===== src/design/energy_cfg_pkg.sv =====
// Shared offsets, field positions and reset values of the metering configuration bank
package energy_cfg_pkg;
   // ************************************************
   // Register indices and byte addresses
   // ************************************************
   localparam logic [7:0] ACCUMULATION_MODE_IDX = 8'h0f;
   localparam logic [7:0] CHANNEL_GAIN_IDX = 8'h1b;
   localparam logic [7:0] CALIBRATION_CHANNEL_MODE_IDX = 8'h3d;
   localparam logic [7:0] SIGN_EVENT_STATUS_IDX = 8'h3e;
   localparam logic [9:0] ACCUMULATION_MODE_ADDR = {ACCUMULATION_MODE_IDX, 2'b00};
   localparam logic [9:0] CHANNEL_GAIN_ADDR = {CHANNEL_GAIN_IDX, 2'b00};
   localparam logic [9:0] CALIBRATION_CHANNEL_MODE_ADDR = {CALIBRATION_CHANNEL_MODE_IDX, 2'b00};
   localparam logic [9:0] SIGN_EVENT_STATUS_ADDR = {SIGN_EVENT_STATUS_IDX, 2'b00};
   // ************************************************
   // Field positions
   // ************************************************
   localparam int ACTIVE_CURRENT_INPUT_BIT = 7;
   localparam int FAULT_EVENT_SELECT_BIT = 6;
   localparam int REACTIVE_SIGN_EVENT_BIT = 5;
   localparam int ACTIVE_SIGN_EVENT_BIT = 4;
   localparam int REACTIVE_MAGNITUDE_MODE_BIT = 3;
   localparam int SIGN_ALIGNED_REACTIVE_MODE_BIT = 2;
   localparam int POSITIVE_ONLY_ACTIVE_MODE_BIT = 1;
   localparam int ACTIVE_MAGNITUDE_MODE_BIT = 0;
   localparam int VOLTAGE_GAIN_LSB = 5;
   localparam int SIGN_DETECT_SOURCE_BIT = 3;
   localparam int CURRENT_GAIN_LSB = 0;
   localparam int CURRENT_INPUT_SELECT_LSB = 4;
   localparam int VOLTAGE_INPUT_GROUND_BIT = 3;
   localparam int CURRENT_INPUTS_GROUND_BIT = 2;
   localparam int ACTIVE_SIGN_FLAG_BIT = 0;
   localparam int REACTIVE_SIGN_FLAG_BIT = 1;
   localparam int FAULT_EVENT_FLAG_BIT = 2;
   // ************************************************
   // Writable masks, reset values, codes
   // ************************************************
   localparam logic [7:0] ACCUMULATION_MODE_WMASK = 8'h7f;
   localparam logic [7:0] CHANNEL_GAIN_WMASK = 8'hef;
   localparam logic [7:0] CALIBRATION_CHANNEL_MODE_WMASK = 8'hfc;
   localparam logic [7:0] ACCUMULATION_MODE_RESET = 8'h00;
   localparam logic [7:0] CHANNEL_GAIN_RESET = 8'h00;
   localparam logic [7:0] CALIBRATION_CHANNEL_MODE_RESET = 8'h00;
   localparam logic [2:0] GAIN_CODE_MAX = 3'h4;
   localparam logic [2:0] GAIN_CODE_UNITY = 3'h0;
   localparam logic [1:0] SELECT_FIRST_INPUT = 2'h1;
   localparam logic [1:0] SELECT_SECOND_INPUT = 2'h2;
endpackage : energy_cfg_pkg


===== src/design/power_sign_monitor.sv =====
// Detects a chosen sign transition on a sampled power sign
module power_sign_monitor (
   // Clock and reset
   input wire logic pclk,
   input wire logic presetn,
   // Sign samples
   input wire logic sample,
   input wire logic negative,
   // 0 selects positive-to-negative, 1 negative-to-positive
   input wire logic to_positive_sel,
   // Event
   output logic event_pulse
);
   logic last_negative;
   logic have_last;

   always_ff @(posedge pclk or negedge presetn) begin
      if (!presetn) begin
         last_negative <= 1'b0;
         have_last <= 1'b0;
      end else if (sample) begin
         last_negative <= negative;
         have_last <= 1'b1;
      end
   end

   // First sample only seeds the history: no sign to compare against yet
   always_comb begin
      event_pulse = sample && have_last && (last_negative != negative) &&
                    (to_positive_sel ? !negative : negative);
   end

   sign_direction_a: assert property (@(posedge pclk) disable iff (!presetn)
      event_pulse |-> (negative == !to_positive_sel) && (last_negative == to_positive_sel))
      else $error("sign event in wrong direction");
endmodule : power_sign_monitor


===== src/design/power_accum_shaper.sv =====
// Conditions a power sample before energy accumulation
module power_accum_shaper #(
   parameter int WIDTH = 24
) (
   // Clock and reset
   input wire logic pclk,
   input wire logic presetn,
   // Sample in
   input wire logic in_valid,
   input wire logic signed [WIDTH-1:0] in_value,
   // Modes
   input wire logic magnitude_mode,
   input wire logic positive_only_mode,
   input wire logic negate,
   // Sample out
   output logic out_valid,
   output logic signed [WIDTH-1:0] out_value
);
   logic signed [WIDTH-1:0] next_value;

   // Magnitude wins over the other modes when software sets several
   always_comb begin
      next_value = in_value;
      if (magnitude_mode && in_value < 0) begin
         next_value = -in_value;
      end else if (!magnitude_mode && positive_only_mode && in_value < 0) begin
         next_value = '0;
      end else if (!magnitude_mode && negate) begin
         next_value = -in_value;
      end
   end

   always_ff @(posedge pclk or negedge presetn) begin
      if (!presetn) begin
         out_valid <= 1'b0;
         out_value <= '0;
      end else begin
         out_valid <= in_valid;
         if (in_valid) begin
            out_value <= next_value;
         end
      end
   end

   pos_only_a: assert property (@(posedge pclk) disable iff (!presetn)
      in_valid && positive_only_mode && !magnitude_mode && in_value < 0 |=> out_value == 0)
      else $error("negative power passed in positive-only mode");
   magnitude_a: assert property (@(posedge pclk) disable iff (!presetn)
      in_valid && magnitude_mode |=> out_value == (($past(in_value) < 0) ? -$past(in_value) : $past(in_value)))
      else $error("magnitude mode output wrong");
endmodule : power_accum_shaper


===== src/design/energy_accum_mode_config.sv =====
// Accumulation mode, gain and channel configuration bank with its control logic
//
// How it works
// - Status bit 7 shows which current input the measurement uses: 0 first, 1 second.
// - Fault event select 0 flags entering fault; 1 flags return to normal.
// - Reactive sign event 0 flags positive-to-negative; 1 flags negative-to-positive.
// - Active sign event 0 flags positive-to-negative; 1 flags negative-to-positive.
// - Reactive magnitude mode accumulates absolute reactive power.
// - Sign-aligned mode negates reactive power while active power is negative.
// - Positive-only mode drops negative active power from accumulation.
// - Active magnitude mode accumulates absolute active power.
// - Voltage gain code in bits 7:5 picks gains 1,2,4,8,16.
// - Current gain code in bits 2:0 picks gains 1,2,4,8,16.
// - Sign detect source: 0 filtered power, 1 per energy pulse.
// - Input select 01 forces first, 10 second, otherwise tamper logic picks.
// - Voltage ground bit zeroes the voltage channel.
// - Current ground bit zeroes both current inputs.
// - Accumulation mode bits reset to zero.
// - Active sign flag sets on the selected active sign transition.
//
// Implementation choice: the APB register port.
module energy_accum_mode_config #(
   parameter int POWER_W = 24,
   parameter int SAMPLE_W = 24
) (
   // Clock and reset
   input wire logic pclk,
   input wire logic presetn,
   // APB slave
   input wire logic psel,
   input wire logic penable,
   input wire logic pwrite,
   input wire logic [9:0] paddr,
   input wire logic [31:0] pwdata,
   output logic [31:0] prdata,
   output logic pready,
   output logic pslverr,
   // Filtered power samples
   input wire logic power_valid,
   input wire logic signed [POWER_W-1:0] active_power,
   input wire logic signed [POWER_W-1:0] reactive_power,
   // Energy pulses with their sign
   input wire logic active_pulse,
   input wire logic active_pulse_negative,
   input wire logic reactive_pulse,
   input wire logic reactive_pulse_negative,
   // Tamper logic
   input wire logic tamper_fault,
   input wire logic tamper_pick_second,
   // Channel samples in
   input wire logic signed [SAMPLE_W-1:0] first_current_input,
   input wire logic signed [SAMPLE_W-1:0] second_current_input,
   input wire logic signed [SAMPLE_W-1:0] voltage_input,
   // Channel samples out
   output logic signed [SAMPLE_W-1:0] current_sample,
   output logic signed [SAMPLE_W-1:0] voltage_sample,
   // Channel control
   output logic [2:0] voltage_gain_code,
   output logic [2:0] current_gain_code,
   output logic active_current_input,
   output logic voltage_input_ground,
   output logic current_inputs_ground,
   // Conditioned power for accumulation
   output logic active_accum_valid,
   output logic signed [POWER_W-1:0] active_accum,
   output logic reactive_accum_valid,
   output logic signed [POWER_W-1:0] reactive_accum,
   // Sticky event flags
   output logic active_sign_flag,
   output logic reactive_sign_flag,
   output logic fault_event_flag
);
   // ************************************************
   // Register state
   // ************************************************
   logic [6:0] accumulation_mode;
   logic [7:0] channel_gain;
   logic [7:0] calibration_channel_mode;
   logic fault_last;
   logic active_event;
   logic reactive_event;
   logic fault_event;
   logic wr_en;
   logic rd_en;
   logic hit;
   logic [2:0] status_clear;

   function automatic logic at(input logic [9:0] addr, input logic [9:0] reg_addr);
      at = (addr == reg_addr);
   endfunction : at

   function automatic logic [2:0] clamp_gain(input logic [2:0] code);
      clamp_gain = (code > energy_cfg_pkg::GAIN_CODE_MAX) ? energy_cfg_pkg::GAIN_CODE_UNITY : code;
   endfunction : clamp_gain

   // ************************************************
   // APB slave
   // ************************************************
   // Zero wait states: every access completes in its first access cycle
   assign pready = 1'b1;
   assign hit = at(paddr, energy_cfg_pkg::ACCUMULATION_MODE_ADDR) ||
                at(paddr, energy_cfg_pkg::CHANNEL_GAIN_ADDR) ||
                at(paddr, energy_cfg_pkg::CALIBRATION_CHANNEL_MODE_ADDR) ||
                at(paddr, energy_cfg_pkg::SIGN_EVENT_STATUS_ADDR);
   assign pslverr = psel && penable && !hit;
   assign wr_en = psel && penable && pwrite && hit;
   assign rd_en = psel && penable && !pwrite;

   always_ff @(posedge pclk or negedge presetn) begin
      if (!presetn) begin
         accumulation_mode <= energy_cfg_pkg::ACCUMULATION_MODE_RESET[6:0];
      end else if (wr_en && at(paddr, energy_cfg_pkg::ACCUMULATION_MODE_ADDR)) begin
         accumulation_mode <= pwdata[6:0] & energy_cfg_pkg::ACCUMULATION_MODE_WMASK[6:0];
      end
   end

   always_ff @(posedge pclk or negedge presetn) begin
      if (!presetn) begin
         channel_gain <= energy_cfg_pkg::CHANNEL_GAIN_RESET;
      end else if (wr_en && at(paddr, energy_cfg_pkg::CHANNEL_GAIN_ADDR)) begin
         channel_gain <= pwdata[7:0] & energy_cfg_pkg::CHANNEL_GAIN_WMASK;
      end
   end

   // Bits 7:6 are stored as written; software is expected to leave them zero
   always_ff @(posedge pclk or negedge presetn) begin
      if (!presetn) begin
         calibration_channel_mode <= energy_cfg_pkg::CALIBRATION_CHANNEL_MODE_RESET;
      end else if (wr_en && at(paddr, energy_cfg_pkg::CALIBRATION_CHANNEL_MODE_ADDR)) begin
         calibration_channel_mode <= pwdata[7:0] & energy_cfg_pkg::CALIBRATION_CHANNEL_MODE_WMASK;
      end
   end

   assign status_clear = (wr_en && at(paddr, energy_cfg_pkg::SIGN_EVENT_STATUS_ADDR)) ? pwdata[2:0] : 3'h0;

   always_comb begin
      prdata = 32'h0000_0000;
      if (rd_en) begin
         if (at(paddr, energy_cfg_pkg::ACCUMULATION_MODE_ADDR)) begin
            prdata[7:0] = {active_current_input, accumulation_mode};
         end else if (at(paddr, energy_cfg_pkg::CHANNEL_GAIN_ADDR)) begin
            prdata[7:0] = channel_gain;
         end else if (at(paddr, energy_cfg_pkg::CALIBRATION_CHANNEL_MODE_ADDR)) begin
            prdata[7:0] = calibration_channel_mode;
         end else if (at(paddr, energy_cfg_pkg::SIGN_EVENT_STATUS_ADDR)) begin
            prdata[2:0] = {fault_event_flag, reactive_sign_flag, active_sign_flag};
         end
      end
   end

   // ************************************************
   // Channel control
   // ************************************************
   always_ff @(posedge pclk or negedge presetn) begin
      if (!presetn) begin
         voltage_gain_code <= energy_cfg_pkg::GAIN_CODE_UNITY;
         current_gain_code <= energy_cfg_pkg::GAIN_CODE_UNITY;
      end else begin
         voltage_gain_code <= clamp_gain(channel_gain[energy_cfg_pkg::VOLTAGE_GAIN_LSB +: 3]);
         current_gain_code <= clamp_gain(channel_gain[energy_cfg_pkg::CURRENT_GAIN_LSB +: 3]);
      end
   end

   always_ff @(posedge pclk or negedge presetn) begin
      if (!presetn) begin
         active_current_input <= 1'b0;
      end else begin
         case (calibration_channel_mode[energy_cfg_pkg::CURRENT_INPUT_SELECT_LSB +: 2])
            energy_cfg_pkg::SELECT_FIRST_INPUT: active_current_input <= 1'b0;
            energy_cfg_pkg::SELECT_SECOND_INPUT: active_current_input <= 1'b1;
            default: active_current_input <= tamper_pick_second;
         endcase
      end
   end

   assign voltage_input_ground = calibration_channel_mode[energy_cfg_pkg::VOLTAGE_INPUT_GROUND_BIT];
   assign current_inputs_ground = calibration_channel_mode[energy_cfg_pkg::CURRENT_INPUTS_GROUND_BIT];

   // Grounding acts on the samples so the datapath sees a true zero signal
   always_ff @(posedge pclk or negedge presetn) begin
      if (!presetn) begin
         voltage_sample <= '0;
         current_sample <= '0;
      end else begin
         voltage_sample <= voltage_input_ground ? '0 : voltage_input;
         if (current_inputs_ground) begin
            current_sample <= '0;
         end else begin
            current_sample <= active_current_input ? second_current_input : first_current_input;
         end
      end
   end

   // ************************************************
   // Accumulation shaping
   // ************************************************
   power_accum_shaper #(.WIDTH(POWER_W)) active_shaper (
      .pclk(pclk),
      .presetn(presetn),
      .in_valid(power_valid),
      .in_value(active_power),
      .magnitude_mode(accumulation_mode[energy_cfg_pkg::ACTIVE_MAGNITUDE_MODE_BIT]),
      .positive_only_mode(accumulation_mode[energy_cfg_pkg::POSITIVE_ONLY_ACTIVE_MODE_BIT]),
      .negate(1'b0),
      .out_valid(active_accum_valid),
      .out_value(active_accum)
   );

   power_accum_shaper #(.WIDTH(POWER_W)) reactive_shaper (
      .pclk(pclk),
      .presetn(presetn),
      .in_valid(power_valid),
      .in_value(reactive_power),
      .magnitude_mode(accumulation_mode[energy_cfg_pkg::REACTIVE_MAGNITUDE_MODE_BIT]),
      .positive_only_mode(1'b0),
      .negate(accumulation_mode[energy_cfg_pkg::SIGN_ALIGNED_REACTIVE_MODE_BIT] && active_power < 0),
      .out_valid(reactive_accum_valid),
      .out_value(reactive_accum)
   );

   // ************************************************
   // Sign and fault events
   // ************************************************
   logic sign_from_pulse;
   assign sign_from_pulse = channel_gain[energy_cfg_pkg::SIGN_DETECT_SOURCE_BIT];

   power_sign_monitor active_monitor (
      .pclk(pclk),
      .presetn(presetn),
      .sample(sign_from_pulse ? active_pulse : power_valid),
      .negative(sign_from_pulse ? active_pulse_negative : active_power < 0),
      .to_positive_sel(accumulation_mode[energy_cfg_pkg::ACTIVE_SIGN_EVENT_BIT]),
      .event_pulse(active_event)
   );

   power_sign_monitor reactive_monitor (
      .pclk(pclk),
      .presetn(presetn),
      .sample(sign_from_pulse ? reactive_pulse : power_valid),
      .negative(sign_from_pulse ? reactive_pulse_negative : reactive_power < 0),
      .to_positive_sel(accumulation_mode[energy_cfg_pkg::REACTIVE_SIGN_EVENT_BIT]),
      .event_pulse(reactive_event)
   );

   always_ff @(posedge pclk or negedge presetn) begin
      if (!presetn) begin
         fault_last <= 1'b0;
      end else begin
         fault_last <= tamper_fault;
      end
   end

   assign fault_event = accumulation_mode[energy_cfg_pkg::FAULT_EVENT_SELECT_BIT] ?
                        (fault_last && !tamper_fault) : (!fault_last && tamper_fault);

   // Write-one-to-clear; an event in the clearing cycle keeps its flag set
   always_ff @(posedge pclk or negedge presetn) begin
      if (!presetn) begin
         active_sign_flag <= 1'b0;
         reactive_sign_flag <= 1'b0;
         fault_event_flag <= 1'b0;
      end else begin
         active_sign_flag <= active_event ||
                             (active_sign_flag && !status_clear[energy_cfg_pkg::ACTIVE_SIGN_FLAG_BIT]);
         reactive_sign_flag <= reactive_event ||
                               (reactive_sign_flag && !status_clear[energy_cfg_pkg::REACTIVE_SIGN_FLAG_BIT]);
         fault_event_flag <= fault_event ||
                             (fault_event_flag && !status_clear[energy_cfg_pkg::FAULT_EVENT_FLAG_BIT]);
      end
   end

   // ************************************************
   // Checks
   // ************************************************
   mode_reset_a: assert property (@(posedge pclk) $rose(presetn) |-> accumulation_mode == 7'h00)
      else $error("accumulation mode not zero after reset");
   active_flag_a: assert property (@(posedge pclk) disable iff (!presetn)
      active_event |=> active_sign_flag)
      else $error("active sign event lost");
   fault_enter_a: assert property (@(posedge pclk) disable iff (!presetn)
      !accumulation_mode[6] && $rose(tamper_fault) |=> fault_event_flag)
      else $error("fault entry not flagged");
   fault_exit_a: assert property (@(posedge pclk) disable iff (!presetn)
      accumulation_mode[6] && fault_event |-> $past(tamper_fault) && !tamper_fault)
      else $error("fault flag on wrong edge");
   select_first_a: assert property (@(posedge pclk) disable iff (!presetn)
      calibration_channel_mode[5:4] == 2'h1 |=> !active_current_input)
      else $error("first input not forced");
   select_tamper_a: assert property (@(posedge pclk) disable iff (!presetn)
      calibration_channel_mode[5] == calibration_channel_mode[4] |=> active_current_input == $past(tamper_pick_second))
      else $error("tamper choice not followed");
   voltage_ground_a: assert property (@(posedge pclk) disable iff (!presetn)
      voltage_input_ground |=> voltage_sample == 0)
      else $error("grounded voltage channel not zero");
   current_ground_a: assert property (@(posedge pclk) disable iff (!presetn)
      current_inputs_ground |=> current_sample == 0)
      else $error("grounded current channel not zero");
   gain_unity_a: assert property (@(posedge pclk) disable iff (!presetn)
      channel_gain[2:0] > 3'h4 |=> current_gain_code == 3'h0)
      else $error("reserved gain code not unity");
   gain_pass_a: assert property (@(posedge pclk) disable iff (!presetn)
      channel_gain[7:5] <= 3'h4 |=> voltage_gain_code == $past(channel_gain[7:5]))
      else $error("voltage gain code not applied");
   gain_reserved_a: assert property (@(posedge pclk) disable iff (!presetn)
      rd_en && at(paddr, energy_cfg_pkg::CHANNEL_GAIN_ADDR) |-> prdata[31:8] == 0 && !prdata[4])
      else $error("reserved gain bits read nonzero");
   reactive_mag_a: assert property (@(posedge pclk) disable iff (!presetn)
      power_valid && accumulation_mode[3] |=> reactive_accum >= 0 || $past(reactive_power) == {1'b1, {(POWER_W-1){1'b0}}})
      else $error("reactive magnitude negative");
   aligned_a: assert property (@(posedge pclk) disable iff (!presetn)
      power_valid && accumulation_mode[3:2] == 2'b01 && active_power < 0 |=> reactive_accum == -$past(reactive_power))
      else $error("reactive not negated");
   gain_current_a: assert property (@(posedge pclk) disable iff (!presetn)
      channel_gain[2:0] <= 3'h4 |=> current_gain_code == $past(channel_gain[2:0]))
      else $error("current gain code not applied");
   reactive_dir_a: assert property (@(posedge pclk) disable iff (!presetn)
      reactive_event && !sign_from_pulse |-> (reactive_power < 0) != accumulation_mode[5])
      else $error("reactive sign event in wrong direction");
   pulse_source_a: assert property (@(posedge pclk) disable iff (!presetn)
      sign_from_pulse && !active_pulse && !reactive_pulse |-> !active_event && !reactive_event)
      else $error("sign event without energy pulse");
   status_read_a: assert property (@(posedge pclk) disable iff (!presetn)
      rd_en && at(paddr, energy_cfg_pkg::ACCUMULATION_MODE_ADDR) |-> prdata[7] == active_current_input)
      else $error("current input status misread");
   flag_clear_a: assert property (@(posedge pclk) disable iff (!presetn)
      status_clear[0] && !active_event |=> !active_sign_flag)
      else $error("active sign flag not cleared");
   fault_flag_a: assert property (@(posedge pclk) disable iff (!presetn)
      fault_event |=> fault_event_flag)
      else $error("fault event lost");

   // ************************************************
   // Cover points
   // ************************************************
   fault_cov_c: cover property (@(posedge pclk) disable iff (!presetn) fault_event);
   reactive_cov_c: cover property (@(posedge pclk) disable iff (!presetn) reactive_event && sign_from_pulse);
   clear_race_c: cover property (@(posedge pclk) disable iff (!presetn) active_event && status_clear[0]);
   pulse_sign_c: cover property (@(posedge pclk) disable iff (!presetn) active_event && sign_from_pulse);
   fault_exit_c: cover property (@(posedge pclk) disable iff (!presetn) fault_event && accumulation_mode[6]);
endmodule : energy_accum_mode_config


===== config.mk =====
export PLATFORM = sky130hd
export DESIGN_NAME = energy_accum_mode_config
export DESIGN_NICKNAME = d
export VERILOG_FILES = /design/src/design/energy_cfg_pkg.sv /design/src/design/power_sign_monitor.sv /design/src/design/power_accum_shaper.sv /design/src/design/energy_accum_mode_config.sv
export SDC_FILE = /design/constraint.sdc
export NUM_CORES = 1
export LEC_CHECK = 0
export ABC_AREA = 1
export CAP_MARGIN = 20
export CORE_AREA = 2 2 124 126
export DETAILED_ROUTE_END_ITERATION = 10
export DIE_AREA = 0 0 126 128
export DONT_BUFFER_PORTS = 1
export GPL_TIMING_DRIVEN = 0
export PLACE_DENSITY_LB_ADDON = 0.08
export RECOVER_POWER = 50
export SLEW_MARGIN = 20
export SYNTH_ARGS = -nofsm -noshare
export SYNTH_HDL_FRONTEND = slang
export SYNTH_HIERARCHICAL = 1
export SYNTH_SLANG_ARGS = --single-unit

===== constraint.sdc =====
create_clock -name pclk -period 1.2 [get_ports pclk]
set_input_delay 0.12 -clock pclk [delete_from_list [all_inputs] [get_ports pclk]]
set_output_delay 0.12 -clock pclk [all_outputs]
set_load 0.02 [all_outputs]

==> key figures <==
Power
  • Clock power share: 43.4%
  • Sw frac: 28.8%
  • Switch Pwr: 3.48 mW
  • Part of the power in registers: 43.8%
  • Int Pwr: 8.62 mW
  • Logic pwr share: 12.8%
  • PwrDens: 1110 nW/µm²
  • Worst VDD drop: 1.13 mV
  • Leak: 5.11 nW

Detailed routing
  • Routed wire length: 23.0 mm
  • Initial drt markers: 549
  • Vias per Instance: 5.25
  • Residual DRC: 0
  • Wire per inst: 16.3 µm
  • TritonRoute pass-1 iters: 5
  • Vias post-DR: 7401
  • Final ANT Viol Nets: 0

Worst setup path
  • Worst setup SP type: flip-flop
  • Critical path endpoint: prdata[7]
  • WP data required: 1.08 ns
  • CP endpoint kind: output port
  • CP max FO: 6
  • Worst r2r dst: reactive_shaper/out_value[16]$_DFFE_PN0P_
  • Reg2reg start: accumulation_mode[3]$_DFFE_PN0P_
  • Register-to-Register Setup Slack: -0.19 ns
  • CP arrival: 1.40 ns
  • Setup CP Type: reg -> out
  • Crit path launch: active_current_input$_DFF_PN0_
  • R2R cell count: 9

Synth
  • Synthesized cell area: 7490 µm²
  • Mapped Cells: 995
  • Post-synth top flop: dfrtp_1
  • Async SR Flop Fraction: 100%
  • Sequential area share after synthesis: 44.5%
  • Area share of the largest cell type after synthesis: 44.5%
  • Yosys warning count: 6
  • Syn Area/Cell: 7.52 µm²
  • Post-synthesis cell type count: 40
  • Yosys top cell by area: dfrtp_1
  • Most frequent cell after synthesis: nand2_1
  • Register bit count reported by yosys: 133
  • Synth area leaders: dfrtp_1 44%, nand2_1 12%, nor2_1 8.1%
  • Synth top cells by count: 245 x nand2_1, 162 x nor2_1, 133 x dfrtp_1
  • Post-synth EDFFs: 0

Placement
  • DP HPWL: 14.0 mm
  • GPL Wtd Cong: 0.900
  • Place WS: -0.311 ns
  • PortBufs: 0

Global route
  • First-pass GRT wire length: 34.7 mm
  • GRT Util Overall: 26.9%
  • Vias in the first global route: 7067
  • Largest net degree at the start of global routing: 134
  • Initial antenna violation count: 0
  • Grt total ovfl: 0

Layout
  • Antenna cells: 0
  • Area grow syn2layout: 45.3%
  • Nets: 1386
  • Fraction of layout cells with a size suffix above 1: 26.7%
  • Core Util, Final: 73.2%

Timing
  • Final Hold Slack: -0.611 ns
  • Clk_skew: 0.00680 ns
  • Unrepaired setup endpoints after global routing: yes
  • Final Worst Setup Slack: -0.319 ns
  • Setup Viol. Count Final: 42
  • Max Transition Viols Final: 0
  • Final Critical Period: 1.52 ns
  • Final Hold Viols: 133
  • Final Cycle Share: 127%
  • Max Freq: 0.658 GHz
  • Setup TNS: -5.16 ns

Clock network
  • CTS max path bufs: 2
  • Clk_lat worst skew: 0.42 ns
  • Sink Count: 133
  • Num CTS Buffers: 17
  • CTS root buf: clkbuf_16
  • Clock-pin slew on the worst setup and hold paths: 0.06 ns
  • H-tree Lvls: 4
  • CTS tree: yes

Job
  • # Max-Cap Violations: 0

Die
  • Starting density of the core: 50.4%
  • Chip height: 128 µm
  • Full die area: 16100 µm²
  • Die W: 126 µm
  • Ports: 318
  • Core Rows: 45
  • CORE AREA: 14900 µm²

Outcome
  • Failing checks: negative hold slack, negative setup slack
  • Status: finished, violations left

Min path
  • Hold WC Path Type: in -> async
[layout by cell type, fill, tap and decap left out, drive strengths merged, types with 3 or more instances in the layout]
cell | netlist | routed
a21oi | 29 | 29
ha | 3 | 3
nor3 | 6 | 6
nand3 | 61 | 61
o211ai | 8 | 8
dfrtp | 133 | 133
inv | 118 | 122
nand2 | 258 | 258
clkbuf | 10 | 25
xor2 | 6 | 6
conb | 2 | 27
or2 | 8 | 8
clkinv | 2 | 6
buf | 37 | 81
nor2 | 191 | 191
nand4 | 20 | 20
o21ai | 81 | 81
nand3b | 6 | 6
dlygate4sd3 | 0 | 127
clkinvlp | 0 | 5
[cells by family (layout without fill, tap and decap cells)]
kind of cell / count (synthesis) / in the layout / synth area share [%]
flops: 133 / 133 / 44.5
simple gates: 554 / 554 / 33.7
compound gates: 127 / 127 / 9.56
other cells: 2 / 27 / 0.100
mux: 1 / 1 / 0.150
buf+inv: 169 / 371 / 10.8
xor+xnor: 6 / 6 / 0.702
fa+ha+maj: 3 / 3 / 0.501
[state kept, by name, indices dropped and copies added, names as in the netlist, 3 cells and up]
name                       cells
current_gain_code              3
voltage_sample                24
active_shaper/out_value       24
current_sample                24
accumulation_mode              7
reactive_shaper/out_value     24
voltage_gain_code              3
calibration_channel_mode       6
channel_gain                   7
[timing repair]
| action | in CTS | in global routing |
|---|---|---|
| pin swaps | 57 | 60 |
| endpoints found under the setup margin | 94 | 89 |
| gates resized for setup | 150 | 140 |
| hold endpoints to repair | 254 | 135 |
| setup buffers | 24 | 18 |
| cloned | 3 | 3 |
| hold buffers | 126 | 2 |
[routing by layer]
metal	up-vias	track usage, %	part of all wire (%)
li1	3551	-	-
met3	40	7.47	8.0
met4	0	9.44	2.2
met2	304	45.8	50
met5	-	0	0
met1	3506	32.9	40
[stage by stage]
stage,area (µm²),std cells,total power [mW],hold WS [ns]
after floorplan,7580,1020,6.09,-0.176
after global placement,7820,1208,6.28,-0.173
after detailed placement,7820,1208,6.30,-0.172
after CTS,10300,1393,12.0,-0.624
after global routing,10900,1410,12.6,-0.626
final,10900,1410,12.1,-0.611
[worst min-delay path by stage]
stage,startpoint,to,slack (ns)
2_1_floorplan,presetn,accumulation_mode[0]$_DFFE_PN0P_,-0.18
3_3_place_gp,presetn,active_shaper/out_value[2]$_DFFE_PN0P_,-0.17
3_5_place_dp,presetn,active_shaper/out_value[2]$_DFFE_PN0P_,-0.17
4_1_cts,presetn,active_shaper/out_value[2]$_DFFE_PN0P_,-0.62
5_1_grt,presetn,active_shaper/out_value[3]$_DFFE_PN0P_,-0.63
6_report,presetn,active_shaper/out_value[2]$_DFFE_PN0P_,-0.61
[layout make-up]
class	count	area, µm²
clock buffer	17	425
inverter	120	502
sequential	133	3340
fill	1098	3990
clock inverter	15	170
multi-input combinational	718	4020
tap	188	235
timing repair buffer	172	1770
buffer	47	419
[power by group through the flow]
stage | Combinational [mW] | Sequential (mW) | Clock (mW)
floorplan | 0.777 | 5.32 | 0
global placement | 0.900 | 5.38 | 0
detailed placement | 0.914 | 5.38 | 0
CTS | 1.37 | 5.30 | 5.34
global route | 1.70 | 5.33 | 5.53
finish | 1.55 | 5.30 | 5.26
[worst max-delay path: stages, from the launching register on]
cell      delay [ns]
dfrtp_2         0.53
nand2_1         0.10
o211ai_1        0.11
nand2_1         0.11
inv_2           0.13
Power figures use the tool's default switching activity.
